### src/hw/acs_defines.svh
// Purpose: Named offsets, field positions, lengths and sample-and-hold counts
// Assumes: APB byte addresses, 32-bit data
// Notes: Included by the sequencer and prescaler
`ifndef ACS_DEFINES_SVH
`define ACS_DEFINES_SVH
// Register byte offsets
`define ACS_OFF_INSEL 8'h00
`define ACS_OFF_CTLA 8'h04
`define ACS_OFF_CTLB 8'h08
`define ACS_OFF_RESLO 8'h0c
`define ACS_OFF_RESHI 8'h10
// Input select fields
`define ACS_INSEL_CHAN 5:0
`define ACS_INSEL_REF 7:6
`define ACS_INSEL_LEFT 8
`define ACS_CHAN_DIFF 5
// Control A fields
`define ACS_CTLA_PSEL 2:0
`define ACS_CTLA_FLAG 4
`define ACS_CTLA_AUTO 5
`define ACS_CTLA_START 6
`define ACS_CTLA_EN 7
// Control B fields
`define ACS_CTLB_TRIG 2:0
`define ACS_TRIG_FREE 3'h0
// Conversion lengths in converter clocks
`define ACS_LEN_NORMAL 5'h0d
`define ACS_LEN_FIRST 5'h19
`define ACS_LEN_DIFF 5'h0e
// Sample-and-hold points, in converter clocks, taken on falling edge
`define ACS_SH_NORMAL 5'h01
`define ACS_SH_FIRST 5'h0d
`define ACS_SH_DIFF 5'h02
// Auto trigger: hold on rising edge, end on falling edge
`define ACS_SH_AUTO 5'h01
`define ACS_END_AUTO 5'h0d
`define ACS_ONE5 5'h01
`endif

### src/hw/acs_pkg.sv
// Purpose: Shared types of the conversion sequencer
// Assumes: Nothing beyond the defines header
// Notes: Constants live in acs_defines.svh
package acs_pkg;
   // Sequencer states, one-hot
   typedef enum logic [2:0] {
      ST_IDLE = 3'h1,
      ST_WAIT = 3'h2,
      ST_CONV = 3'h4
   } acs_state_type;
endpackage

### src/hw/acs_clk_if.sv
// Purpose: Link between sequencer and converter clock prescaler
// Assumes: Single CPU clock domain
// Notes: Ticks are one-cycle pulses on the CPU clock
`timescale 1ns/10ps
interface acs_clk_if;
   logic enable;
   logic restart;
   logic [2:0] select;
   logic riseTick;
   logic fallTick;
   logic halfRate;
   modport presc (input enable, input restart, input select,
      output riseTick, output fallTick, output halfRate);
   modport seq (output enable, output restart, output select,
      input riseTick, input fallTick, input halfRate);
endinterface

### src/hw/acs_prescaler.sv
// Purpose: Converter clock prescaler, ratio 2 to 128 by power of two
// Assumes: Enable and restart come from the sequencer on clk
// Notes: Converter clock exists only as tick pulses
`timescale 1ns/10ps
`include "acs_defines.svh"
module acs_prescaler (
   input wire logic clk, // CPU clock
   input wire logic reset_n, // Async reset, active low
   acs_clk_if.presc ck // Tick link to the sequencer
);
   typedef struct packed {
      logic [6:0] count;
      logic half;
   } acs_presc_type;
   acs_presc_type cur_r;
   acs_presc_type cur_nxt;
   logic [6:0] ratioM1;
   logic [6:0] halfM1;
   assign ratioM1 = 7'((8'h02 << ck.select) - 8'h01);
   assign halfM1 = 7'(ratioM1 >> 1);
   // Ticks are combinational so the sequencer sees them in the same cycle
   assign ck.riseTick = ck.enable && !ck.restart && (cur_r.count == ratioM1);
   assign ck.fallTick = ck.enable && !ck.restart && (cur_r.count == halfM1);
   assign ck.halfRate = cur_r.half;
   always_comb
   begin
      cur_nxt = cur_r;
      if (!ck.enable || ck.restart)
      begin
         cur_nxt.count = 7'h00;
         cur_nxt.half = 1'b0;
      end
      else if (cur_r.count == ratioM1)
      begin
         cur_nxt.count = 7'h00;
         cur_nxt.half = !cur_r.half;
      end
      else
      begin
         cur_nxt.count = cur_r.count + 7'h01;
      end
   end
   // State register
   always_ff @(posedge clk or negedge reset_n)
   begin
      if (!reset_n)
         cur_r <= '0;
      else
         cur_r <= cur_nxt;
   end
endmodule

### src/hw/acs_sequencer.sv
// Purpose: Conversion sequencer for a 10-bit successive-approximation converter
// Assumes: APB slave, zero wait states; analog core result settles before completion
// Notes: Converter clock is derived by acs_prescaler from clk
`timescale 1ns/10ps
`include "acs_defines.svh"
module acs_sequencer #(
   parameter int TRIG_WIDTH = 8 // Number of trigger source inputs
) (
   input wire logic clk, // CPU clock, 250 MHz
   input wire logic reset_n, // Async reset, active low
   input wire logic psel, // APB select
   input wire logic penable, // APB enable
   input wire logic pwrite, // APB direction
   input wire logic [7:0] paddr, // APB byte address
   input wire logic [31:0] pwdata, // APB write data
   output logic [31:0] prdata, // APB read data
   output logic pready, // APB ready
   output logic pslverr, // APB error on unmapped address
   input wire logic [TRIG_WIDTH-1:0] trigIn, // Trigger source levels
   input wire logic [9:0] coreResult, // Analog core result
   output logic coreEnable, // Analog enable
   output logic [5:0] coreChannel, // Applied channel
   output logic [1:0] coreReference, // Applied reference
   output logic sampleHold, // Sample-and-hold pulse
   output logic convDone, // Completion pulse
   output logic completeFlag // Conversion complete flag level
);
   typedef struct packed {
      acs_pkg::acs_state_type state;
      logic enable;
      logic start;
      logic autoEn;
      logic flag;
      logic [2:0] prescSel;
      logic [2:0] trigSel;
      logic [5:0] chan;
      logic [1:0] refSel;
      logic left;
      logic [5:0] holdChan;
      logic [1:0] holdRef;
      logic [9:0] result;
      logic locked;
      logic first;
      logic autoMode;
      logic [4:0] cnt;
      logic [4:0] endCnt;
      logic [4:0] shCnt;
      logic shOnRise;
      logic [31:0] rdata;
      logic [TRIG_WIDTH-1:0] trigMeta;
      logic [TRIG_WIDTH-1:0] trigSync;
      logic trigPrev;
      logic [9:0] resMeta;
      logic [9:0] resSync;
      logic shPulse;
      logic donePulse;
      logic restart;
   } acs_seq_type;
   acs_seq_type cur_r;
   acs_seq_type cur_nxt;
   acs_clk_if ck ();
   logic wrEn;
   logic rdEn;
   logic mapped;
   logic trigLevel;
   logic trigEdge;
   logic busy;
   logic lastCycle;
   logic finish;
   logic freeRun;
   // Converter clock source
   acs_prescaler u_presc (
      .clk(clk),
      .reset_n(reset_n),
      .ck(ck)
   );
   assign ck.enable = cur_r.enable;
   assign ck.restart = cur_r.restart;
   assign ck.select = cur_r.prescSel;
   // APB decode; no wait states
   assign mapped = (paddr == `ACS_OFF_INSEL) || (paddr == `ACS_OFF_CTLA) ||
      (paddr == `ACS_OFF_CTLB) || (paddr == `ACS_OFF_RESLO) || (paddr == `ACS_OFF_RESHI);
   assign wrEn = psel && penable && pwrite && mapped;
   assign rdEn = psel && penable && !pwrite && mapped;
   assign pready = psel && penable;
   assign pslverr = psel && penable && !mapped;
   assign prdata = cur_r.rdata;
   // Selected trigger, read only from the second synchroniser stage
   assign trigLevel = cur_r.trigSync[cur_r.trigSel];
   assign trigEdge = trigLevel && !cur_r.trigPrev;
   assign busy = (cur_r.state == acs_pkg::ST_CONV);
   assign freeRun = cur_r.autoEn && (cur_r.trigSel == `ACS_TRIG_FREE);
   // final converter clock of a conversion
   assign lastCycle = busy && (cur_r.cnt == cur_r.endCnt);
   assign finish = lastCycle && (cur_r.autoMode ? ck.fallTick : ck.riseTick);
   assign coreEnable = cur_r.enable;
   assign coreChannel = cur_r.enable ? cur_r.holdChan : 6'h00;
   assign coreReference = cur_r.enable ? cur_r.holdRef : 2'h0;
   assign sampleHold = cur_r.shPulse;
   assign convDone = cur_r.donePulse;
   assign completeFlag = cur_r.flag;
   // Next-state logic for registers, sequencing and bus
   always_comb
   begin
      cur_nxt = cur_r;
      cur_nxt.trigMeta = trigIn;
      cur_nxt.trigSync = cur_r.trigMeta;
      cur_nxt.trigPrev = trigLevel;
      cur_nxt.resMeta = coreResult;
      cur_nxt.resSync = cur_r.resMeta;
      cur_nxt.shPulse = 1'b0;
      cur_nxt.donePulse = 1'b0;
      cur_nxt.restart = 1'b0;
      // Register writes
      if (wrEn)
      begin
         unique case (paddr)
            `ACS_OFF_INSEL:
            begin
               cur_nxt.chan = pwdata[`ACS_INSEL_CHAN];
               cur_nxt.refSel = pwdata[`ACS_INSEL_REF];
               cur_nxt.left = pwdata[`ACS_INSEL_LEFT];
            end
            `ACS_OFF_CTLA:
            begin
               cur_nxt.enable = pwdata[`ACS_CTLA_EN];
               cur_nxt.autoEn = pwdata[`ACS_CTLA_AUTO];
               cur_nxt.prescSel = pwdata[`ACS_CTLA_PSEL];
               // Write one clears the flag
               if (pwdata[`ACS_CTLA_FLAG])
                  cur_nxt.flag = 1'b0;
               // next conversion after enabling is a long one
               if (pwdata[`ACS_CTLA_EN] && !cur_r.enable)
                  cur_nxt.first = 1'b1;
               // start request, also in auto mode; ignored if busy
               if (pwdata[`ACS_CTLA_START] && pwdata[`ACS_CTLA_EN] &&
                  cur_r.state == acs_pkg::ST_IDLE)
               begin
                  cur_nxt.start = 1'b1;
                  cur_nxt.state = acs_pkg::ST_WAIT;
               end
            end
            `ACS_OFF_CTLB:
               cur_nxt.trigSel = pwdata[`ACS_CTLB_TRIG];
            default:
               cur_nxt.first = cur_nxt.first;
         endcase
      end
      // Read data captured in the setup phase
      if (psel && !penable && !pwrite)
      begin
         cur_nxt.rdata = 32'h00000000;
         unique case (paddr)
            `ACS_OFF_INSEL:
               cur_nxt.rdata = {23'h000000, cur_r.left, cur_r.refSel, cur_r.chan};
            `ACS_OFF_CTLA:
               cur_nxt.rdata = {24'h000000, cur_r.enable, cur_r.start, cur_r.autoEn,
                  cur_r.flag, 1'b0, cur_r.prescSel};
            `ACS_OFF_CTLB:
               cur_nxt.rdata = {29'h00000000, cur_r.trigSel};
            `ACS_OFF_RESLO:
               cur_nxt.rdata = {24'h000000, cur_r.left ? {cur_r.result[1:0], 6'h00} :
                  cur_r.result[7:0]};
            `ACS_OFF_RESHI:
               cur_nxt.rdata = {24'h000000, cur_r.left ? cur_r.result[9:2] :
                  {6'h00, cur_r.result[9:8]}};
            default:
               cur_nxt.rdata = 32'h00000000;
         endcase
      end
      if (rdEn && paddr == `ACS_OFF_RESLO)
         cur_nxt.locked = 1'b1;
      if (rdEn && paddr == `ACS_OFF_RESHI)
         cur_nxt.locked = 1'b0;
      if (!busy || lastCycle)
      begin
         cur_nxt.holdChan = cur_nxt.chan;
         cur_nxt.holdRef = cur_nxt.refSel;
      end
      // Sequencer
      unique case (cur_r.state)
         acs_pkg::ST_IDLE:
         begin
            // edge only while idle restarts prescaler
            if (cur_r.enable && cur_r.autoEn && !freeRun && trigEdge &&
               cur_nxt.state == acs_pkg::ST_IDLE)
            begin
               cur_nxt.restart = 1'b1;
               cur_nxt.autoMode = !cur_r.first;
               cur_nxt.start = 1'b1;
               cur_nxt.state = acs_pkg::ST_WAIT;
            end
         end
         acs_pkg::ST_WAIT:
         begin
            // conversion begins on a converter clock rising edge
            if (ck.riseTick)
            begin
               cur_nxt.state = acs_pkg::ST_CONV;
               cur_nxt.cnt = 5'h00;
               cur_nxt.shOnRise = 1'b0;
               cur_nxt.endCnt = 5'(`ACS_LEN_NORMAL - 5'h01);
               cur_nxt.shCnt = `ACS_SH_NORMAL;
               if (cur_r.first)
               begin
                  cur_nxt.endCnt = 5'(`ACS_LEN_FIRST - 5'h01);
                  cur_nxt.shCnt = `ACS_SH_FIRST;
                  cur_nxt.first = 1'b0;
                  cur_nxt.autoMode = 1'b0;
               end
               else if (cur_r.autoMode)
               begin
                  // hold 2 clocks after trigger, end at 13.5
                  cur_nxt.endCnt = `ACS_END_AUTO;
                  cur_nxt.shCnt = `ACS_SH_AUTO;
                  cur_nxt.shOnRise = 1'b1;
               end
               else if (cur_r.chan[`ACS_CHAN_DIFF] && ck.halfRate)
               begin
                  // user start with half-rate clock high
                  cur_nxt.endCnt = 5'(`ACS_LEN_DIFF - 5'h01);
                  cur_nxt.shCnt = `ACS_SH_DIFF;
               end
            end
         end
         acs_pkg::ST_CONV:
         begin
            if (ck.riseTick && !lastCycle)
               cur_nxt.cnt = cur_r.cnt + 5'h01;
            if (cur_r.cnt == cur_r.shCnt && (cur_r.shOnRise ? ck.riseTick : ck.fallTick))
               cur_nxt.shPulse = 1'b1;
            if (finish)
            begin
               cur_nxt.donePulse = 1'b1;
               // flag sets always, even when result is dropped
               cur_nxt.flag = 1'b1;
               if (!cur_nxt.locked)
                  cur_nxt.result = cur_r.resSync;
               // free running restarts at once, start held
               if (freeRun)
               begin
                  cur_nxt.cnt = 5'h00;
                  cur_nxt.autoMode = 1'b0;
                  cur_nxt.shOnRise = 1'b0;
                  cur_nxt.endCnt = cur_r.chan[`ACS_CHAN_DIFF] ?
                     5'(`ACS_LEN_DIFF - 5'h01) : 5'(`ACS_LEN_NORMAL - 5'h01);
                  cur_nxt.shCnt = cur_r.chan[`ACS_CHAN_DIFF] ? `ACS_SH_DIFF : `ACS_SH_NORMAL;
               end
               else
               begin
                  // start bit cleared as the flag sets
                  cur_nxt.start = 1'b0;
                  cur_nxt.autoMode = 1'b0;
                  cur_nxt.state = acs_pkg::ST_IDLE;
               end
            end
         end
      endcase
      if (!cur_nxt.enable)
      begin
         cur_nxt.state = acs_pkg::ST_IDLE;
         cur_nxt.start = 1'b0;
         cur_nxt.restart = 1'b0;
         cur_nxt.shPulse = 1'b0;
         cur_nxt.autoMode = 1'b0;
      end
      // Hardware set wins over a software clear
      if (finish && cur_nxt.enable)
         cur_nxt.flag = 1'b1;
   end
   // State register
   always_ff @(posedge clk or negedge reset_n)
   begin
      if (!reset_n)
      begin
         cur_r <= '0;
         cur_r.state <= acs_pkg::ST_IDLE;
      end
      else
      begin
         cur_r <= cur_nxt;
      end
   end
endmodule

### config.mk
export PLATFORM = sky130hd
export DESIGN_NAME = acs_sequencer
export DESIGN_NICKNAME = d
export VERILOG_FILES = /design/src/hw/acs_pkg.sv /design/src/hw/acs_clk_if.sv /design/src/hw/acs_prescaler.sv /design/src/hw/acs_sequencer.sv
export VERILOG_INCLUDE_DIRS = /design/src /design/src/hw
export SDC_FILE = /design/constraint.sdc
export NUM_CORES = 1
export LEC_CHECK = 0
export ABC_AREA = 1
export BUFFER_PORTS_ARGS = -buffer_cell sky130_fd_sc_hd__buf_4
export CORE_MARGIN = 2
export CORE_UTILIZATION = 55
export CTS_CLUSTER_DIAMETER = 200
export DETAILED_ROUTE_END_ITERATION = 7
export GPL_TIMING_DRIVEN = 0
export PLACE_DENSITY_LB_ADDON = 0.05
export SLEW_MARGIN = 25
export SYNTH_ARGS = -nofsm -noshare
export SYNTH_HDL_FRONTEND = slang
export SYNTH_SLANG_ARGS = --single-unit
### constraint.sdc
create_clock -name clk -period 2.8 [get_ports clk]
set_clock_uncertainty 0.05 [all_clocks]
set_input_delay 0.14 -clock clk [delete_from_list [all_inputs] [get_ports clk]]
set_output_delay 0.14 -clock clk [all_outputs]
set_load 0.01 [all_outputs]
==> results.json, run 1 <==
{
  "worst_pin_slew_ps": 877,
  "nNetsFinal": 837,
  "final_cells": 908,
  "start_kind": "register",
  "power_density_nw_per_um2": 455,
  "synthCells": 638,
  "cp_data_arrival_time_ps": 2830,
  "clock_sinks": 112,
  "fin_crit_ps": 2630,
  "p_seq_share_pct": 57.4,
  "rows": 36,
  "grt_max_degree": 113,
  "synth_area_um2": 5450,
  "holdPathEnd": "cur_r[125]$_DFFE_PN0P_",
  "p_leak_nw": 3.49,
  "ys_types": 44,
  "sw_frac_of_total_pct": 28.2,
  "fp.coreArea_um2": 9680,
  "rr_worst_depth": 16,
  "fin_util_pct": 69.5,
  "whs_ps": 15.2,
  "ys_warn_count": 0,
  "multiInputGateArea_um2": 2130,
  "reg2reg_setup_slack_ps": 170,
  "cp_cell_sequence": "inv_2 > buf_6 > nand3_1 > ha_4 > inv_1 > nand2_1 > nand2_1 > nor2_1 > nand3_1 > nor2_1 > nand3_2 > a21boi_2 > nand2_4 > nor2_8 > buf_8 > o21ai_0",
  "fillCellCount": 811,
  "r2r_start": "ck.select[2]$_DFFE_PN0P_",
  "ios": 109,
  "hp-class": "input port to register",
  "critPathMaxFanout": 10,
  "clock.fmax_mhz": 381,
  "numPortBuffers": 62,
  "place_congestion": 0.952,
  "drive_gt1_share_pct": 21.7,
  "antenna_cells": 0,
  "slowest_stage": "dfrtp_2",
  "cts_htree_levels": 3,
  "clock_latency_ps": 390,
  "min-delay-start": "pwdata[5]",
  "start_util_pct": 56.3,
  "final.setup.tns_ps": 0,
  "num_vias": 4530,
  "finalHoldViolations": 0,
  "post-route-period-util_pct": 93.8,
  "register_area_um2": 2810,
  "power_frac_comb_pct": 12.1,
  "ys_seq_area_share_pct": 51.4,
  "synth_area_per_cell_um2": 8.55,
  "antenna_found_initial": 0,
  "slowest_delay_ps": 450,
  "status": "finished, final reports clean",
  "r2r_end": "cur_r[98]$_DFFE_PN0P_",
  "synth_top_area_share_pct": 50.9,
  "drtIter0Drc": 309,
  "grt_use_total_pct": 24.4,
  "cp_top_family": "simple AND/OR/NAND/NOR gates",
  "grt_pass1_wl_mm": 20.9,
  "rsz0062_at_grt": "false",
  "cts_tree": "done",
  "cp.required_ps": 3010,
  "cts_buffer_depth": 2,
  "first_global_vias": 4381,
  "cp.depth": 16,
  "slew_viol_final": 0,
  "setup_violations": 0,
  "postRouteAntennaNets": 0,
  "grt-ovfl-total": 0,
  "clkTransAtPathRegs_ps": 120,
  "end_kind": "register",
  "ir_drop_mv": 0.444,
  "yosys-top-cells-area": "dfrtp_1, nand2_1, inv_1",
  "syn_to_final_growth_pct": 23.5,
  "die_w_um": 104,
  "dp_cells": 855,
  "drv_cap": 0,
  "wl_per_cell_um": 13.9,
  "dr.pass1.iters": 5,
  "async_reset_ff_share_pct": 100,
  "worst-setup-path-type": "register to register",
  "drc_errors": 0,
  "hpwl_mm": 9.15,
  "switching_power_mw": 0.864,
  "drt_wl_total_mm": 12.6,
  "synthFlopType": "dfrtp_1",
  "numCtsBuffers": 9,
  "yosys_register_bits": 112,
  "slew_headroom_pct": 41.5,
  "intPower_mw": 2.20,
  "worstPathBufferInverterCount": 4,
  "viasPerCell": 4.99,
  "die_area_um2": 10700,
  "clkPwrFrac_pct": 30.5,
  "synth_edf_count": 0,
  "chipHeight_um": 104,
  "synth_area_leader_cell": "dfrtp_1",
  "worstHoldPathCells": 3,
  "cts-root-buf": "clkbuf_8"
}
## stage by stage
stage	worst slack (ps)	power (mW)	cell area (um^2)
final	172	3.07	6740
after global placement	162	2.11	6170
after floorplan	464	1.99	5540
after global routing	1.08	3.22	6740
after detailed placement	70.6	2.13	6170
after CTS	51.2	3.09	6630
## area by class of cell
type / count / area share, %
inverters: 85 / 4.74
well taps: 133 / 2.47
repair buffers: 100 / 12.2
plain buffers: 40 / 4.48
clock inverters: 6 / 0.929
multi-input cells: 423 / 31.6
flip-flops and latches: 112 / 41.7
clock buffers: 9 / 1.84
## tightest hold or removal path, cell delays in order
cell     delay, ps
buf_4          120
inv_1           70
o21ai_0         80
## cell usage after synthesis, types with 6 or more instances
library cell  number
nand4_1            7
nor3_1             9
o22ai_1            8
a21oi_1           14
mux2_2             6
o21ai_0           41
buf_4             33
inv_1             79
dfrtp_1          111
nor2_1            52
nand2_2           10
nand2_1          159
inv_2              6
nand3_1           42
## flip-flops by register name, summed over array words and instances, names as in the netlist
register             count
coreEnable               1
u_presc.ck.halfRate      1
u_presc.cur_r            7
prdata                   9
completeFlag             1
convDone                 1
cur_nxt                 18
ck.restart               1
sampleHold               1
cur_r                   69
ck.select                3
## power groups by stage
stage | sequential [mW] | clock [mW] | combinational, mW
2_1_floorplan | 1.77 | 0 | 0.216
3_3_place_gp | 1.79 | 0 | 0.324
3_5_place_dp | 1.79 | 0 | 0.337
4_1_cts | 1.76 | 0.962 | 0.365
5_1_grt | 1.77 | 1.03 | 0.419
6_report | 1.76 | 0.935 | 0.371
## kinds of logic after synthesis
| family | count (synthesis) | share of synthesized area [%] |
|---|---|---|
| flops | 112 | 51.4 |
| fa+ha+maj | 3 | 0.688 |
| xor+xnor | 6 | 0.964 |
| mux | 6 | 1.24 |
| compound gates | 88 | 9.39 |
| buf+inv | 125 | 11.4 |
| other cells | 1 | 0.0688 |
| simple gates | 297 | 24.9 |
## worst max-delay path by stage
stage	slack (ps)	startpoint	endpoint
6_report	170	ck.select[2]$_DFFE_PN0P_	cur_r[98]$_DFFE_PN0P_
5_1_grt	1	ck.select[2]$_DFFE_PN0P_	cur_r[98]$_DFFE_PN0P_
4_1_cts	50	ck.select[1]$_DFFE_PN0P_	cur_r[98]$_DFFE_PN0P_
3_5_place_dp	70	ck.select[1]$_DFFE_PN0P_	cur_r[98]$_DFFE_PN0P_
3_3_place_gp	160	ck.select[1]$_DFFE_PN0P_	cur_r[98]$_DFFE_PN0P_
2_1_floorplan	460	ck.select[1]$_DFFE_PN0P_	cur_r[92]$_DFFE_PN0P_
## metal layers
| metal | global-route usage (%) | wire (um) | up-vias | share of wire, % |
|---|---|---|---|---|
| met5 | 0 | 0 | - | 0 |
| met4 | 8.20 | 234 | 0 | 1.9 |
| met3 | 5.22 | 643 | 20 | 5.1 |
| met2 | 41.5 | 6440 | 126 | 51 |
| met1 | 31.2 | 5330 | 2123 | 42 |
| li1 | - | - | 2261 | - |
## timing repair
item | CTS | global route
hold buffers | 27 | 0
setup buffers | 0 | 11
gates resized for setup | 0 | 5
setup endpoints to repair | 0 | 25
hold endpoints to repair | 139 | 0
## cells in the final DEF, fill, tap and decap left out, types with 9 or more instances in the layout
master	netlist	routed
o21ai_0	41	41
nor3_1	9	9
buf_4	33	105
inv_1	79	79
nand3_1	42	41
clkbuf_8	0	10
a21oi_1	14	14
dfrtp_1	111	109
conb_1	1	23
dlygate4sd3_1	0	27
nor2_1	52	52
nand2_2	10	11
nand2_1	159	158
Note: power is estimated with default switching activity, not from simulation.
==> run 2: changes to the inputs <==
- PLACE_DENSITY: not set -> 0.82
- PLACE_DENSITY_LB_ADDON: 0.05 -> not set
==> results.json, run 2 (synthesis results as in run 1) <==
{
  "slowest_stage": "dfrtp_2",
  "rows": 36,
  "final_cell_mix": "nand2_1, dfrtp_1, buf_4",
  "numPortBuffers": 62,
  "start_kind": "register",
  "die_w_um": 104,
  "die_area_um2": 10700,
  "viasPerCell": 5.06,
  "dp_slack_ps": 133,
  "reg2reg_setup_slack_ps": 150,
  "multiInputGateArea_um2": 2120,
  "worst_slack_ps": 147,
  "drc_errors": 0,
  "fin_util_pct": 68.6,
  "end_kind": "register",
  "cp_data_arrival_time_ps": 2850,
  "fp.coreArea_um2": 9680,
  "fin_crit_ps": 2650,
  "drv_cap": 0,
  "place_congestion": 0.913,
  "hp-class": "input port to register",
  "hpwl_mm": 8.73,
  "wl_per_cell_um": 13.3,
  "num_vias": 4538,
  "finalHoldViolations": 0,
  "clkTransAtPathRegs_ps": 120,
  "drtIter0Drc": 281,
  "p_leak_nw": 3.44,
  "power_density_nw_per_um2": 468,
  "grt_pass1_wl_mm": 20.6,
  "regMostFlops": "cur_r",
  "worst-setup-path-type": "register to register",
  "cpMostUsedCell": "nand2_4",
  "postRouteAntennaNets": 0,
  "drt_wl_total_mm": 11.9,
  "clock_latency_ps": 370,
  "dp_cells": 855,
  "status": "finished, final reports clean",
  "antenna_found_initial": 0,
  "syn_to_final_growth_pct": 21.9,
  "cts-root-buf": "clkbuf_8",
  "post-route-period-util_pct": 94.8,
  "largest_register_ffs": 69,
  "cts_htree_levels": 3,
  "slew_headroom_pct": 44.0,
  "register_area_um2": 2810,
  "numCtsBuffers": 9,
  "slowest_delay_ps": 460,
  "fillCellCount": 730,
  "grt-ovfl-total": 0,
  "ir_drop_mv": 0.289,
  "chipHeight_um": 104,
  "grt_max_degree": 113,
  "setup_violations": 0,
  "drive_gt1_share_pct": 20.8,
  "critPathMaxFanout": 10,
  "final_cells": 897,
  "cts_buffer_depth": 2,
  "start_util_pct": 56.3,
  "dr.pass1.iters": 5,
  "slew_viol_final": 0,
  "grt_use_total_pct": 23.4,
  "worst_pin_slew_ps": 841,
  "final_common_cell": "nand2_1",
  "clock.fmax_mhz": 377,
  "antenna_cells": 0,
  "ios": 109,
  "cts_tree": "done",
  "cp.required_ps": 3000,
  "first_global_vias": 4507,
  "clock_sinks": 112,
  "cp_cell_sequence": "inv_2 > buf_6 > nand3_1 > ha_1 > xnor2_1 > nor2_1 > nand2_1 > nor2_4 > nand4_4 > nand2_4 > nand2_4 > nor2_8 > buf_8 > o21ai_0",
  "nNetsFinal": 825
}
==> run 2: metal layers <==
metal | global-route usage (%) | vias up | wire length (um)
met2 | 40.2 | 144 | 5910
met5 | 0 | - | 0
li1 | - | 2231 | -
met1 | 30.6 | 2143 | 5040
met4 | 7.72 | 0 | 263
met3 | 3.84 | 20 | 672
==> run 2: power breakdown <==
part | switching, mW | leakage [nW] | internal [mW] | total (mW)
clock | 0.610 | 0.105 | 0.379 | 0.989
combinational | 0.196 | 1.92 | 0.165 | 0.361
sequential | 0.0727 | 1.41 | 1.69 | 1.76
total | 0.879 | 3.44 | 2.23 | 3.11
==> run 2: area by class of cell <==
class | instances | area share [%]
Inverter | 85 | 4.80
Clock inverter | 6 | 1.05
Timing Repair Buffer | 88 | 10.9
Clock buffer | 10 | 2.07
Tap cell | 133 | 2.50
Multi-Input combinational cell | 423 | 31.9
Sequential cell | 112 | 42.2
Buffer | 40 | 4.54
==> run 2: per-stage QoR <==
| step | setup TNS, ps | instance area, um^2 | hold WS (ps) | total power [mW] |
|---|---|---|---|---|
| detailed placement | 0 | 6170 | 200 | 2.12 |
| CTS | 0 | 6620 | 2.16 | 3.12 |
| global placement | 0 | 6170 | 199 | 2.11 |
| floorplan | 0 | 5540 | -206 | 1.99 |
| finish | 0 | 6650 | 21.5 | 3.11 |
| global route | -0.795 | 6650 | 20.8 | 3.26 |
==> run 2: what timing repair did <==
action / 4_1_cts / 5_1_grt
setup buffers: 0 / 2
setup endpoints to repair: 0 / 14
endpoints found under the hold margin: 134 / 0
hold buffers: 24 / 0
resized for setup: 0 / 4
==> run 2: final timing paths <==
kind | startpoint | end | depth (start not counted)
min reg2reg | cur_nxt[30]$_DFF_PN0_ | cur_r[30]$_DFF_PN0_ | 0
max in group asynchronous | reset_n | ck.select[2]$_DFFE_PN0P_ | 2
min in group asynchronous | reset_n | cur_r[9]$_DFF_PN0_ | 2
max reg2reg | ck.select[2]$_DFFE_PN0P_ | cur_r[92]$_DFFE_PN0P_ | 14
min | pwdata[3] | cur_r[115]$_DFF_PN0_ | 3
max | ck.select[2]$_DFFE_PN0P_ | cur_r[92]$_DFFE_PN0P_ | 14
==> run 2: critical path, delay by kind of cell, from the launching register on <==
kind / cells / cell delay [ps]
and+or+nand+nor: 8 / 1050
adders and majority gates: 1 / 340
xor gates and xnor gates: 1 / 140
DFF: 1 / 460
AOI/OAI and AO/OA: 1 / 90
buffers and inverters: 3 / 400
==> run 3: changes to the inputs <==
- CORE_UTILIZATION: 55 -> 57
- CTS_BUF_LIST: not set -> sky130_fd_sc_hd__clkbuf_4
- PLACE_DENSITY: 0.82 -> not set
- PLACE_DENSITY_LB_ADDON: not set -> 0.15
==> results.json, run 3 (synthesis results as in run 1) <==
{
  "status": "finished, final reports clean",
  "viasPerCell": 5.06,
  "rsz0062_at_grt": "true",
  "hp-class": "input port to register",
  "clock.fmax_mhz": 381,
  "numCtsBuffers": 9,
  "slew_headroom_pct": 44.1,
  "end_kind": "register",
  "slew_viol_final": 0,
  "first_global_vias": 4379,
  "setup_violations": 0,
  "worst_slack_ps": 178,
  "worst-setup-path-type": "register to register",
  "start_kind": "register",
  "dp_slack_ps": 106,
  "antenna_cells": 0,
  "die_area_um2": 10400,
  "cts-root-buf": "clkbuf_4",
  "final.setup.tns_ps": 0,
  "numPortBuffers": 62,
  "clock_latency_ps": 480,
  "power_density_nw_per_um2": 450,
  "cp.required_ps": 3130,
  "postRouteAntennaNets": 0,
  "use_met2_pct": 40.4,
  "regMostFlops": "cur_r",
  "fin_util_pct": 72.4,
  "drv_cap": 0,
  "drc_errors": 0,
  "num_vias": 4567,
  "hpwl_mm": 8.79,
  "cts_tree": "done",
  "fin_crit_ps": 2620,
  "grt_use_total_pct": 24.9,
  "syn_to_final_growth_pct": 22.6,
  "chipHeight_um": 102,
  "cts_htree_levels": 3,
  "cp_data_arrival_time_ps": 2950,
  "nNetsFinal": 834,
  "drt_wl_total_mm": 12.0,
  "antenna_found_initial": 0,
  "ir_drop_mv": 0.352,
  "ios": 109,
  "final_cell_mix": "nand2_1, dfrtp_1, buf_4",
  "clock_sinks": 112,
  "p_total_mw": 3.01,
  "drive_gt1_share_pct": 20.6,
  "start_util_pct": 59.0,
  "die_w_um": 102,
  "wl_per_cell_um": 13.4,
  "cts_buffer_depth": 2,
  "p_leak_nw": 3.46,
  "grt-ovfl-total": 0,
  "largest_register_ffs": 69,
  "grt_pass1_wl_mm": 20.0,
  "worst_pin_slew_ps": 838,
  "reg2reg_setup_slack_ps": 180,
  "grt_use_met1_pct": 35.1,
  "finalHoldViolations": 0,
  "grt_max_degree": 113,
  "critPathMaxFanout": 10,
  "final_common_cell": "nand2_1",
  "dr.pass1.iters": 5,
  "clkTransAtPathRegs_ps": 210,
  "fp.coreArea_um2": 9240,
  "drtIter0Drc": 360,
  "top_usage_layer": "met2",
  "use_met3_pct": 2.83,
  "place_congestion": 0.966,
  "post-route-period-util_pct": 93.6,
  "rows": 35
}
==> run 3: per-layer routing <==
layer,vias to the layer above,routed length [um]
li1,2251,-
met3,20,543
met5,-,0
met2,131,5770
met4,0,242
met1,2165,5480
==> run 3: path summary, 6_finish.rpt <==
path,cells after the start,startpoint,endpoint
worst max-delay path,17,ck.select[2]$_DFFE_PN0P_,cur_r[73]$_DFFE_PN0P_
worst min-delay path,5,psel,prdata[8]$_DFFE_PN0P_
worst max register to register,17,ck.select[2]$_DFFE_PN0P_,cur_r[73]$_DFFE_PN0P_
worst min register to register,0,cur_nxt[29]$_DFF_PN0_,cur_r[29]$_DFF_PN0_
max in group asynchronous,2,reset_n,ck.select[2]$_DFFE_PN0P_
min in group asynchronous,2,reset_n,cur_nxt[9]$_DFF_PN0_
==> run 3: critical path: stages, from the launching register on <==
cell	delay [ps]
dfrtp_2	480
inv_2	100
buf_6	140
nand3_1	90
ha_1	340
inv_1	50
nand2_1	50
nand2_1	40
nor2_1	100
nand3_1	90
nor2_1	90
nand3_1	160
nand2_1	200
nand4_2	170
nand2_4	170
nand2_4	100
nand2_1	70
nand2_1	50
==> run 3: where the power goes <==
part	switching, mW	internal [mW]	leakage (nW)
logic	0.200	0.170	1.96
clock network	0.635	0.243	0.0896
registers	0.0684	1.69	1.41
total	0.904	2.10	3.46
==> run 3: cell type report <==
type | instances | area (um^2)
tap | 129 | 161
clock buffer | 9 | 67.6
timing repair buffer | 97 | 812
sequential | 112 | 2810
inverter | 85 | 319
multi-input combinational | 423 | 2110
fill | 731 | 2550
buffer | 40 | 302
clock inverter | 7 | 109
==> run 3: what timing repair did <==
item / in CTS / in global routing
hold buffers: 31 / 0
setup buffers: 0 / 4
resized for setup: 0 / 2
endpoints found under the hold margin: 150 / 0
endpoints found under the setup margin: 0 / 18
==> run 3: stage by stage <==
stage | instance area (um^2) | hold slack, ps | instances
after floorplan | 5540 | -206 | 660
after global placement | 6160 | 199 | 851
after detailed placement | 6170 | 200 | 851
after CTS | 6650 | 33.8 | 898
after global routing | 6690 | 80.7 | 902
final | 6690 | 56.0 | 902
